--- config.mk ---
export PLATFORM = sky130hd
export DESIGN_NAME = secondary_fault_status_word
export DESIGN_NICKNAME = d
export VERILOG_FILES = /design/src/pkg/fault_status_pkg.sv /design/src/pkg/detector_if.sv /design/src/rtl/secondary_fault_status_word.sv /design/src/rtl/detector_sync.sv
export SDC_FILE = /design/constraint.sdc
export NUM_CORES = 1
export LEC_CHECK = 0
export ABC_AREA = 0
export BUFFER_PORTS_ARGS = -buffer_cell sky130_fd_sc_hd__buf_2
export CAP_MARGIN = 25
export CORE_ASPECT_RATIO = 0.8
export CORE_UTILIZATION = 52
export CTS_CLUSTER_SIZE = 8
export DETAILED_ROUTE_END_ITERATION = 10
export GPL_ROUTABILITY_DRIVEN = 1
export GPL_TIMING_DRIVEN = 1
export PLACE_DENSITY = 0.81
export SLEW_MARGIN = 20
export SYNTH_ARGS = -nofsm -noshare
export SYNTH_HDL_FRONTEND = slang
export SYNTH_SLANG_ARGS = --single-unit
--- constraint.sdc ---
create_clock -name ref_clk -period 1.8 [get_ports ref_clk]
set_clock_uncertainty 0.2 [all_clocks]
set_input_delay 0 -clock ref_clk [delete_from_list [all_inputs] [get_ports ref_clk]]
set_output_delay 0 -clock ref_clk [all_outputs]
set_load 0.02 [all_outputs]
--- src/pkg/fault_status_pkg.sv ---
// constants shared by the secondary fault status word and its synchroniser
package fault_status_pkg;

  // ----------------------------------------------------------------------
  // status word layout
  // ----------------------------------------------------------------------
  localparam int unsigned WORD_W            = 16;
  localparam logic [15:0] WORD_RESET        = 16'h0000;
  localparam int unsigned B_GATE_LEVEL      = 15;
  localparam int unsigned B_GATE_MISMATCH   = 14;
  localparam int unsigned B_REGULATOR       = 13;
  localparam int unsigned B_RAIL_EVENT      = 12;
  localparam int unsigned B_CLAMP_STATE     = 11;
  localparam int unsigned B_NEG_OVER        = 10;
  localparam int unsigned B_NEG_UNDER       = 9;
  localparam int unsigned B_POS_OVER        = 8;
  localparam int unsigned B_POS_UNDER       = 7;
  localparam int unsigned B_CE_CLAMP        = 6;
  localparam int unsigned B_OVERTEMP        = 5;
  localparam int unsigned B_RESERVED        = 4;
  localparam int unsigned B_ILIMIT          = 3;
  localparam int unsigned B_SHORT           = 2;
  localparam int unsigned B_OVERCURRENT     = 1;
  localparam int unsigned B_SATURATION      = 0;

  // ----------------------------------------------------------------------
  // detector vector layout (raw and synchronised)
  // ----------------------------------------------------------------------
  localparam int unsigned AI_N        = 3;
  localparam int unsigned D_EXP_HIGH  = 0;
  localparam int unsigned D_HS_PIN    = 1;
  localparam int unsigned D_LS_PIN    = 2;
  localparam int unsigned D_CLAMP     = 3;
  localparam int unsigned D_REG       = 4;
  localparam int unsigned D_RAIL      = 5;
  localparam int unsigned D_NEG_OV    = 6;
  localparam int unsigned D_NEG_UV    = 7;
  localparam int unsigned D_POS_OV    = 8;
  localparam int unsigned D_POS_UV    = 9;
  localparam int unsigned D_CE        = 10;
  localparam int unsigned D_TEMP      = 11;
  localparam int unsigned D_SC        = 14;
  localparam int unsigned D_OC        = 17;
  localparam int unsigned D_ILIM      = 20;
  localparam int unsigned D_SAT       = 21;
  localparam int unsigned DET_W       = 22;
  localparam logic [21:0] DET_RESET   = 22'h000000;

endpackage : fault_status_pkg

--- src/pkg/detector_if.sv ---
// carrier between the status core and its detector synchroniser
`timescale 1ns/1ps
interface detector_if;
  import fault_status_pkg::*;
  logic [DET_W-1:0] raw;
  logic [DET_W-1:0] synced;
  modport sync_side (input raw, output synced);
  modport core_side (output raw, input synced);
endinterface : detector_if

--- src/rtl/secondary_fault_status_word.sv ---
// read-only secondary-side fault status word with detector synchronisation
//
// Summary of operation
// - bit 15 gives gate level: low-side pin when high side driven, else high-side pin.
// - bit 14 sets when sensed gate level disagrees with expected output.
// - bit 12 sets on any secondary internal rail over or undervoltage.
// - bit 11 reads 1 while the Miller clamp is engaged, else 0.
// - bit 10 flags negative supply overvoltage, only when its monitor is enabled.
// - bit 9 flags negative supply undervoltage, only when its monitor is enabled.
// - bit 8 flags positive supply overvoltage unless that monitor is disabled.
// - bit 7 flags positive supply undervoltage unless that monitor is disabled.
// - bit 6 flags collector-emitter clamp soft turn-off when clamp is enabled.
// - bit 5 sets when any enabled temperature input exceeds its threshold.
// - bit 3 sets while the regulator current limit is active.
// - bit 2 sets when any enabled current input exceeds short-circuit threshold.
// - bit 1 sets when any enabled current input exceeds overcurrent threshold.
// - bit 0 sets when desaturation sense exceeds its threshold.
// - bit 4 always reads 0; whole word read-only, resets to 0.
`timescale 1ns/1ps
module secondary_fault_status_word
  import fault_status_pkg::*;
(
  // clock and reset
  input  wire logic              ref_clk,
  input  wire logic              rst_n,
  // gate monitor
  input  wire logic              high_side_drive_high,
  input  wire logic              high_side_output,
  input  wire logic              low_side_output,
  input  wire logic              clamp_engaged,
  // supply and regulator detectors
  input  wire logic              secondary_regulator_fault,
  input  wire logic              secondary_rail_event,
  input  wire logic              neg_supply_over,
  input  wire logic              neg_supply_under,
  input  wire logic              pos_supply_over,
  input  wire logic              pos_supply_under,
  input  wire logic              regulator_current_limit,
  // transistor protection detectors
  input  wire logic              ce_clamp_turnoff,
  input  wire logic [AI_N-1:0]   temp_over_threshold,
  input  wire logic [AI_N-1:0]   current_over_short,
  input  wire logic [AI_N-1:0]   current_over_limit,
  input  wire logic              collector_saturation_sense,
  // configuration settings
  input  wire logic              neg_supply_monitor_enable,
  input  wire logic              pos_over_monitor_disable,
  input  wire logic              pos_under_monitor_disable,
  input  wire logic              ce_clamp_enable,
  input  wire logic [AI_N-1:0]   temp_input_enable,
  input  wire logic [AI_N-1:0]   current_input_enable,
  // register read side
  input  wire logic              status_clear,
  output logic [WORD_W-1:0]      secondary_fault_status_three
);

  // ----------------------------------------------------------------------
  // detector synchronisation
  // ----------------------------------------------------------------------
  detector_if det ();

  // pack raw detector lines in the shared layout
  assign det.raw = {collector_saturation_sense, regulator_current_limit, current_over_limit,
                    current_over_short, temp_over_threshold, ce_clamp_turnoff, pos_supply_under,
                    pos_supply_over, neg_supply_under, neg_supply_over, secondary_rail_event,
                    secondary_regulator_fault, clamp_engaged, low_side_output, high_side_output,
                    high_side_drive_high};

  detector_sync u_sync (
    .ref_clk (ref_clk),
    .rst_n   (rst_n),
    .det     (det)
  );

  // ----------------------------------------------------------------------
  // word state
  // ----------------------------------------------------------------------
  typedef struct packed {
    logic [WORD_W-1:0] word;
  } word_s;

  word_s            st_r;
  word_s            st_nxt;
  logic [DET_W-1:0] s;
  logic             gate_now;
  logic [WORD_W-1:0] set_now;

  assign s        = det.synced;
  // the low-side pin carries the gate while the high side is pulled up
  assign gate_now = s[D_EXP_HIGH] ? s[D_LS_PIN] : s[D_HS_PIN];

  // fault events in word position; supply, clamp, temperature and current events gated by their settings
  always_comb begin
    set_now                  = WORD_RESET;
    set_now[B_GATE_MISMATCH] = gate_now != s[D_EXP_HIGH];
    set_now[B_REGULATOR]     = s[D_REG];
    set_now[B_RAIL_EVENT]    = s[D_RAIL];
    set_now[B_NEG_OVER]      = s[D_NEG_OV] & neg_supply_monitor_enable;
    set_now[B_NEG_UNDER]     = s[D_NEG_UV] & neg_supply_monitor_enable;
    set_now[B_POS_OVER]      = s[D_POS_OV] & ~pos_over_monitor_disable;
    set_now[B_POS_UNDER]     = s[D_POS_UV] & ~pos_under_monitor_disable;
    set_now[B_CE_CLAMP]      = s[D_CE] & ce_clamp_enable;
    set_now[B_OVERTEMP]      = |(s[D_TEMP +: AI_N] & temp_input_enable);
    set_now[B_ILIMIT]        = s[D_ILIM];
    set_now[B_SHORT]         = |(s[D_SC +: AI_N] & current_input_enable);
    set_now[B_OVERCURRENT]   = |(s[D_OC +: AI_N] & current_input_enable);
    set_now[B_SATURATION]    = s[D_SAT];
  end

  // faults are sticky until a clear; a new event in the clear cycle wins
  always_comb begin
    st_nxt                       = st_r;
    st_nxt.word                  = (st_r.word & ~{WORD_W{status_clear}}) | set_now;
    st_nxt.word[B_GATE_LEVEL]    = gate_now;
    st_nxt.word[B_CLAMP_STATE]   = s[D_CLAMP];
    st_nxt.word[B_RESERVED]      = 1'b0;
  end

  // all fields move together on one edge, so a read sees one snapshot
  always_ff @(posedge ref_clk or negedge rst_n) begin
    if (!rst_n) begin
      st_r <= '{word: WORD_RESET};
    end else begin
      st_r <= st_nxt;
    end
  end

  assign secondary_fault_status_three = st_r.word;

  // only the two live bits may move on an edge with no event and no clear
  localparam logic [WORD_W-1:0] LIVE_MASK = (WORD_W'(1) << B_GATE_LEVEL) | (WORD_W'(1) << B_CLAMP_STATE);
endmodule : secondary_fault_status_word

--- src/rtl/detector_sync.sv ---
// two-stage synchroniser for every secondary-side detector line
`timescale 1ns/1ps
module detector_sync
  import fault_status_pkg::*;
(
  // clock and reset
  input wire logic           ref_clk,
  input wire logic           rst_n,
  // detector lines
  detector_if.sync_side      det
);

  typedef struct packed {
    logic [DET_W-1:0] stage1;
    logic [DET_W-1:0] stage2;
  } sync_s;

  sync_s st_r;
  sync_s st_nxt;

  // stage1 feeds only stage2, nothing else looks at it
  always_comb begin
    st_nxt        = st_r;
    st_nxt.stage1 = det.raw;
    st_nxt.stage2 = st_r.stage1;
  end

  // register the synchroniser state
  always_ff @(posedge ref_clk or negedge rst_n) begin
    if (!rst_n) begin
      st_r <= '{stage1: DET_RESET, stage2: DET_RESET};
    end else begin
      st_r <= st_nxt;
    end
  end

  assign det.synced = st_r.stage2;

endmodule : detector_sync

Word level (Yosys, flattened, before mapping)
Cells that the tools add are included.

Register bits after elaboration: 59. Output and inout bits: 16. Word-level logic and storage cells: 21.

Equal/unequal tests: 1. Multiplexer cells: 1. Bitwise operators: 13. Reductions and logical operators: 3.

Operator list (count): bitwise AND 15 bit (1); NOT 15 bit (1); OR 15 bit (1); bitwise AND 3 bit (3); OR reduction 3 bit (3); bitwise AND 1 bit (5); NOT 1 bit (2); two-way mux 1 bit (1); != test 1 bit (1).

Logic depth before layout (Yosys ltp)
Gate-level depths: netlist (run 1).

Word-level depth: 3. Mapped depth: 3. Gate-level depth less buffers: 2.

Modules after synthesis
From an unflattened synthesis (run 1), not the netlist that was laid out.

Cells, all modules: 85. Area, all modules: 1661.6 µm².

Modules (own cells, without submodules): detector_sync (times used 1, cells each 44, area each 1101.1 µm², sequential area each 1101.1 µm²); secondary_fault_status_word (times used 1, cells each 41, area each 560.5 µm², sequential area each 375.4 µm²).

Least setup slack after synthesis (run 1)
OpenSTA, ideal clock, no wires.

Kind: flip-flop to flip-flop. Start point: register u_sync.st_r (netlist bit u_sync.det.synced[12]). End point: register st_r (netlist bit secondary_fault_status_three[5]). Setup time: 0.126 ns. Data arrival time: 0.791 ns. Setup slack: 0.683 ns. Cell stages (with the launch flop): 3. Buffers on the path: 0. Clock period less this slack: 1.117 ns. Path through: dfrtp_1 a22o_1 a221o_1.

RTL lines: from (decl) (line detector_sync.sv:18) `sync_s st_r;`; from (signal assigned) (line detector_sync.sv:31) `st_r <= '{stage1: DET_RESET, stage2: DET_RESET};`; from (signal assigned) (line detector_sync.sv:33) `st_r <= st_nxt;`; to (signal assigned) (line secondary_fault_status_word.sv:122) `st_r <= '{word: WORD_RESET};`; to (signal assigned) (line secondary_fault_status_word.sv:124) `st_r <= st_nxt;`; to (decl) (line secondary_fault_status_word.sv:82) `word_s st_r;`.

==> implementation parameters, run 1 <==
Parameter                              Value

Run status
  Result of the run    complete, no violations

Timing
  Transition time at the pin with the least slew margin    559 ps
  Max transition margin    62.8%
  Final count of hold timing violations    0
  Achievable frequency    570 MHz
  Share of the cycle needed by the critical path after routing    97.4%
  Number of setup violations in the final report    0
  RSZ-0062 raised after global routing    no
  Final total negative setup slack    0 ps
  Slew Viols, Final    0
  Shortest period the worst path allows    1750 ps

Detailed routing
  Wire length per cell after detailed routing    between 15 and 20 um
  1st-pass router iterations    5
  DRC viols    0
  Violation count after the first detailed-route iteration    49
  Routed via count    ~1100
  Routed vias/inst    4.87
  Total detailed-routing wirelength    roughly 4 mm
  Routed Antenna Nets    0

GRT
  Grt met1 use    24.9%
  Remaining Overflow, GRT    0
  First-pass GRT wire length    slightly below 6 mm
  Maximum number of pins on one net before global-route repair    37
  Via count of the first global-routing pass    1150
  Most Crowded Layer GR    met2
  Met2 Use GR    roughly half
  Initial antenna violation count    0
  GR Util All Layers    27.7%
  Global-route met3 utilization    13.9%

Clock tree
  TritonCTS clock tree    built
  Number of buffers inserted during clock tree synthesis    9
  Clock-pin slew on the worst setup and hold paths    60 ps
  Clock net sink count    59
  H-tree levels    3
  Clock tree root buffer cell    sky130_fd_sc_hd__clkbuf_8
  Clk buf depth    2
  Later-pin clock latency in the skew report    340 ps

Floorplanning
  Number of primary I/O pins    51
  Floorplan die height    52.6 um
  Area of the core    2890 um2
  Chip Width    65.2 um
  Cell row count    17
  Effective utilization at floorplan    57.4%
  Die Outline Area    ~3400 um2

Pwr
  Post-layout power    2.81 mW
  Max IR drop VDD    952 uV
  Ratio of total power to cell area    1130 nW/um2
  Leakage power summed over all cells    around 1.2 nW

Cells and area
  Commonest non-fill, non-tap cell in the layout    sky130_fd_sc_hd__dfrtp_1
  Total inserted antenna cells    0
  Share of post-route cells with drive strength above 1    35.0%
  Area growth syn-to-layout    50.1%
  Leading cell types in the layout, fill and taps excluded    59 x sky130_fd_sc_hd__dfrtp_1, 49 x sky130_fd_sc_hd__buf_2, 34 x sky130_fd_sc_hd__dlygate4sd3_1, 13 x sky130_fd_sc_hd__clkbuf_8, 9 x sky130_fd_sc_hd__a22o_1
  FILL cells    130
  Number of nets at the end of the flow    between 200 and 250

Placement
  Number of input and output port buffers inserted    49
  Routability-driven placement congestion ratio    ~0.67
  Post-detailed-placement half-perimeter wirelength    1.80 mm

Worst setup path
  Required time at the endpoint of the critical path    1820 ps
  Worst-path fanout max    1
  Nature of the critical path startpoint    register
  Critical path class    register to register
  Critical Path Sink Type    register
  Worst path arrival time    1770 ps

Job
  Count of maximum capacitance violations    0

Yosys
  Synthesis-stage register bit count    59
  Netlist Area Pre-Place    1660 um2
  Portion of the post-synthesis area used by sequential elements    88.9%
  Number of nets in the synthesized netlist    120
  Post-synth cell types    11
  Number of warnings printed during yosys synthesis    0
  Per-instance average area after synthesis    slightly below 20 um2
  Cells after Synth    85

Min path
  Path type of the worst min-delay path    input pin to async pin
-- synth_stat cells --
| master | n | area [um2] |
|---|---|---|
| sky130_fd_sc_hd__buf_2 | 1 | 5.00 |
| sky130_fd_sc_hd__o21ai_0 | 1 | 5.00 |
| sky130_fd_sc_hd__a21o_1 | 4 | 30.0 |
| sky130_fd_sc_hd__conb_1 | 1 | 3.75 |
| sky130_fd_sc_hd__buf_4 | 1 | 7.51 |
| sky130_fd_sc_hd__dfrtp_1 | 59 | 1480 |
| sky130_fd_sc_hd__nand2_1 | 1 | 3.75 |
| sky130_fd_sc_hd__a22o_1 | 9 | 78.8 |
| sky130_fd_sc_hd__inv_1 | 4 | 15.0 |
| sky130_fd_sc_hd__a221o_1 | 3 | 30.0 |
| sky130_fd_sc_hd__or2_1 | 1 | 6.26 |
-- worst paths after layout --
check / start / end / slack, ps / cells after the start
worst max register to register: u_sync.det.synced[15] / secondary_fault_status_three[2] / 50 / 3
worst min-delay path: rst_n / secondary_fault_status_three[2] / 10 / 2
worst max-delay path: u_sync.det.synced[15] / secondary_fault_status_three[2] / 50 / 3
min in group ref_clk: temp_over_threshold[2] / u_sync.st_nxt[13] / 110 / 2
worst min register to register: u_sync.st_nxt[5] / u_sync.det.synced[5] / 140 / 0
max in group asynchronous: rst_n / u_sync.st_nxt[9] / 820 / 3
-- stage by stage --
step	hold slack [ps]	std cells	area, um2	utilization (%)	worst slack (ps)
final	9.51	221	2490	86.2	46.6
after CTS	6.13	221	2490	86.2	101
after detailed placement	-199	171	1960	67.8	644
after global routing	37.4	221	2490	86.2	22.8
after global placement	-213	171	1960	67.8	675
after floorplan	-496	85	1660	-	683
-- per-layer routing --
layer  vias to the layer above  wire, um
li1                        471         -
met1                       558      1330
met2                        40      2330
met3                         8       217
met4                         0        77
met5                         -         0
-- power by group --
| part | internal [mW] | total (mW) | switching (mW) |
|---|---|---|---|
| sequential | 1.40 | 1.44 | 0.0341 |
| clock | 0.649 | 1.13 | 0.477 |
| combinational | 0.122 | 0.242 | 0.120 |
| total | 2.17 | 2.81 | 0.631 |
-- what timing repair did --
item	4_1_cts	5_1_grt
setup endpoints to repair	0	0
endpoints found under the hold margin	91	0
resized for setup	0	0
buffers inserted	0	0
hold buffers	34	0
-- cells by family after synthesis --
group,after synthesis,share of synthesized area (%)
AOI/OAI and AO/OA,17,8.66
buffers and inverters,6,1.66
DFF,59,88.9
other,1,0.226
and+or+nand+nor,2,0.602
-- layout make-up --
| type | count | area [um2] | share of cell area (%) |
|---|---|---|---|
| sequential | 59 | 1480 | 59.2 |
| timing repair buffer | 84 | 606 | 24.3 |
| tap | 38 | 47.5 | 1.91 |
| clock inverter | 1 | 5.00 | 0.201 |
| multi-input combinational | 20 | 158 | 6.32 |
| inverter | 4 | 15.0 | 0.602 |
| clock buffer | 15 | 186 | 7.48 |
-- worst max-delay path: stages (launching register included) --
cell,delay [ps]
sky130_fd_sc_hd__dfrtp_1,370
sky130_fd_sc_hd__a22o_1,210
sky130_fd_sc_hd__dlygate4sd3_1,590
sky130_fd_sc_hd__a221o_1,270
-- flip-flops by register name (all words and copies together), names as in the netlist --
register,count
u_sync.det.synced,22
u_sync.st_nxt,22
secondary_fault_status_three,15
(Power assumes the default switching activity.)
==> run 2: changes to the inputs <==
--- a/config.mk
+++ b/config.mk
@@ -15,7 +15,7 @@
 export GPL_ROUTABILITY_DRIVEN = 1
 export GPL_TIMING_DRIVEN = 1
 export PLACE_DENSITY = 0.81
-export SLEW_MARGIN = 20
+export SLEW_MARGIN = 40
 export SYNTH_ARGS = -nofsm -noshare
 export SYNTH_HDL_FRONTEND = slang
 export SYNTH_SLANG_ARGS = --single-unit
==> constraint.sdc (replaced) <==
create_clock -name ref_clk -period 1.8 [get_ports ref_clk]
set_clock_uncertainty 0.2 [all_clocks]
set_input_delay 0.36 -clock ref_clk [delete_from_list [all_inputs] [get_ports ref_clk]]
set_output_delay 0.36 -clock ref_clk [all_outputs]
set_load 0.02 [all_outputs]
==> implementation parameters, run 2 (synthesized netlist as in run 1, its figures left out) <==
Parameter                              Value

Run status
  Result of the run    complete, no violations

Worst setup path
  Required time at the endpoint of the critical path    1240 ps (-580 ps)
  Cell-by-cell trace of the critical path    buf_2
  Nature of the critical path startpoint    register
  Crit path buf inv count    1 (unchanged)
  Worst-path fanout max    2 (+1)
  Family with the most delay on the worst path    flip-flops
  Worst path arrival time    910 ps (-860 ps)
  Crit path largest cell delay    410 ps (-180 ps)
  CP max stage cell    sky130_fd_sc_hd__dfrtp_1
  Critical Path Sink Type    output pin
  Critical path class    register to output pin
  Setup slack of the most critical reg-to-reg path    620 ps (+570 ps)

Min path
  Path type of the worst min-delay path    input pin to register

GRT
  Remaining Overflow, GRT    0 (unchanged)
  First-pass GRT wire length    4.69 mm (-19%)
  GR Util All Layers    21.5% (-6.2 points)
  Maximum number of pins on one net before global-route repair    60 (+62%)
  Via count of the first global-routing pass    1032 (-10%)
  Initial antenna violation count    0 (unchanged)

Floorplanning
  Chip Width    65.2 um (unchanged)
  Cell row count    17 (unchanged)
  Floorplan die height    52.6 um (unchanged)
  Effective utilization at floorplan    57.4% (unchanged)
  Number of primary I/O pins    51 (unchanged)
  Die Outline Area    3430 um2 (unchanged)
  Area of the core    2890 um2 (unchanged)

Detailed routing
  Routed via count    984 (-8.6%)
  Total detailed-routing wirelength    3.03 mm (-23%)
  Routed Antenna Nets    0 (unchanged)
  1st-pass router iterations    4 (-1)
  DRC viols    0 (unchanged)
  Routed vias/inst    4.69 (-3.8%)
  Wire length per cell after detailed routing    14.4 um (-19%)
  Violation count after the first detailed-route iteration    57 (+16%)

Pwr
  Power share of the combinational group    7.3% (-1.3 points)
  Post-layout power    2.88 mW (+2.7%)
  Sw power    0.607 mW (-3.9%)
  Switching power as a share of total power    21.0% (-1.5 points)
  Leakage power summed over all cells    1.18 nW (-2.8%)
  Sequential cell fraction of total power    49.8% (-1.4 points)
  Proportion of power drawn by the clock network    43.0% (+2.9 points)
  Ratio of total power to cell area    1200 nW/um2 (+6.8%)
  Design internal power    2.28 mW (+4.7%)
  Max IR drop VDD    1080 uV (+14%)

Cells and area
  Final instance count without filler cells    210 (-5.0%)
  Number of nets at the end of the flow    202 (-5.2%)
  Commonest non-fill, non-tap cell in the layout    sky130_fd_sc_hd__dfrtp_1
  Leading cell types in the layout, fill and taps excluded    59 x sky130_fd_sc_hd__dfrtp_1, 49 x sky130_fd_sc_hd__buf_2, 23 x sky130_fd_sc_hd__dlygate4sd3_1, 9 x sky130_fd_sc_hd__a22o_1, 9 x sky130_fd_sc_hd__clkbuf_8
  Area of combinational cells with multiple inputs    158 um2 (unchanged)
  Share of post-route cells with drive strength above 1    37.8% (+2.8 points)
  Total inserted antenna cells    0 (unchanged)
  Storage cell area    1480 um2 (unchanged)
  Post-route standard cell area excluding fillers    2400 um2 (-3.8%)
  Area growth syn-to-layout    44.4%
  FILL cells    154 (+18%)

Placement
  Number of input and output port buffers inserted    49 (unchanged)
  Placed Area    1960 um2 (unchanged)
  Routability-driven placement congestion ratio    0.669 (+0.41%)
  Placed Cells    171 (unchanged)
  Post-detailed-placement half-perimeter wirelength    1.62 mm (-10%)

Timing
  Share of the cycle needed by the critical path after routing    81.6% (-16 points)
  Shortest period the worst path allows    1470 ps (-284 ps)
  RSZ-0062 raised after global routing    no
  Slew Viols, Final    0 (unchanged)
  Hold Slack    73.9 ps (+64.4 ps)
  Achievable frequency    681 MHz (+19%)
  Final total negative setup slack    0 ps (unchanged)
  Number of setup violations in the final report    0 (unchanged)
  Final count of hold timing violations    0 (unchanged)

Clock tree
  Clk buf depth    2 (unchanged)
  Clock tree root buffer cell    sky130_fd_sc_hd__clkbuf_8
  Post CTS Setup Buffer Count    0 (unchanged)
  Clock-pin slew on the worst setup and hold paths    70 ps (about the same)
  Clock net sink count    59 (unchanged)
  H-tree levels    3 (unchanged)
  Later-pin clock latency in the skew report    320 ps (-20 ps)
  TritonCTS clock tree    built
  Number of buffers inserted during clock tree synthesis    9 (unchanged)

Job
  Count of maximum capacitance violations    0 (unchanged)
-- run 2: metal layers --
metal | track usage, % | part of all wire (%) | vias to the layer above
li1 | - | - | 449
met1 | 19.3 | 37 | 493
met2 | 38.3 | 56 | 34
met3 | 9.57 | 5.2 | 8
met4 | 15.2 | 2.0 | 0
met5 | 0 | 0 | -
-- run 2: timing repair --
| action | CTS | global route |
|---|---|---|
| hold buffers | 23 | 0 |
| gates resized for setup | 0 | 0 |
| hold endpoints to repair | 81 | 0 |
-- run 2: worst register-to-register path: cells and delay by family (launching register included) --
family,cells,cell delay [ps]
flops,1,370
compound gates,2,490
-- run 2: power groups by stage --
stage | Sequential, mW | Combinational [mW] | Clock, mW
finish | 1.43 | 0.209 | 1.24
global route | 1.44 | 0.228 | 1.32
CTS | 1.43 | 0.208 | 1.27
detailed placement | 1.46 | 0.170 | 0
global placement | 1.45 | 0.163 | 0
floorplan | 1.48 | 0.0361 | 0
-- run 2: cell type report --
cell class                      instances  share of cell area [%]
Sequential cell                        59                    61.5
Timing Repair Buffer                   73                    20.6
Inverter                                4                   0.626
Clock inverter                          6                    3.34
Clock buffer                           10                    5.32
Multi-Input combinational cell         20                    6.57
Tap cell                               38                    1.98
-- run 2: stage by stage --
| step | util (%) | setup slack, ps |
|---|---|---|
| 2_1_floorplan | - | 670 |
| 3_3_place_gp | 67.8 | 507 |
| 3_5_place_dp | 67.8 | 478 |
| 4_1_cts | 83.0 | 339 |
| 5_1_grt | 83.0 | 299 |
| 6_report | 83.0 | 331 |
-- run 2: final timing paths --
check / cells past startpoint / to / startpoint
max: 1 / secondary_fault_status_three[12] / secondary_fault_status_three[12]
min: 2 / secondary_fault_status_three[5] / temp_input_enable[0]
max reg2reg: 2 / secondary_fault_status_three[5] / u_sync.det.synced[12]
min reg2reg: 0 / u_sync.det.synced[5] / u_sync.st_nxt[5]
max in group asynchronous: 3 / u_sync.st_nxt[6] / rst_n
min in group asynchronous: 3 / u_sync.det.synced[21] / rst_n
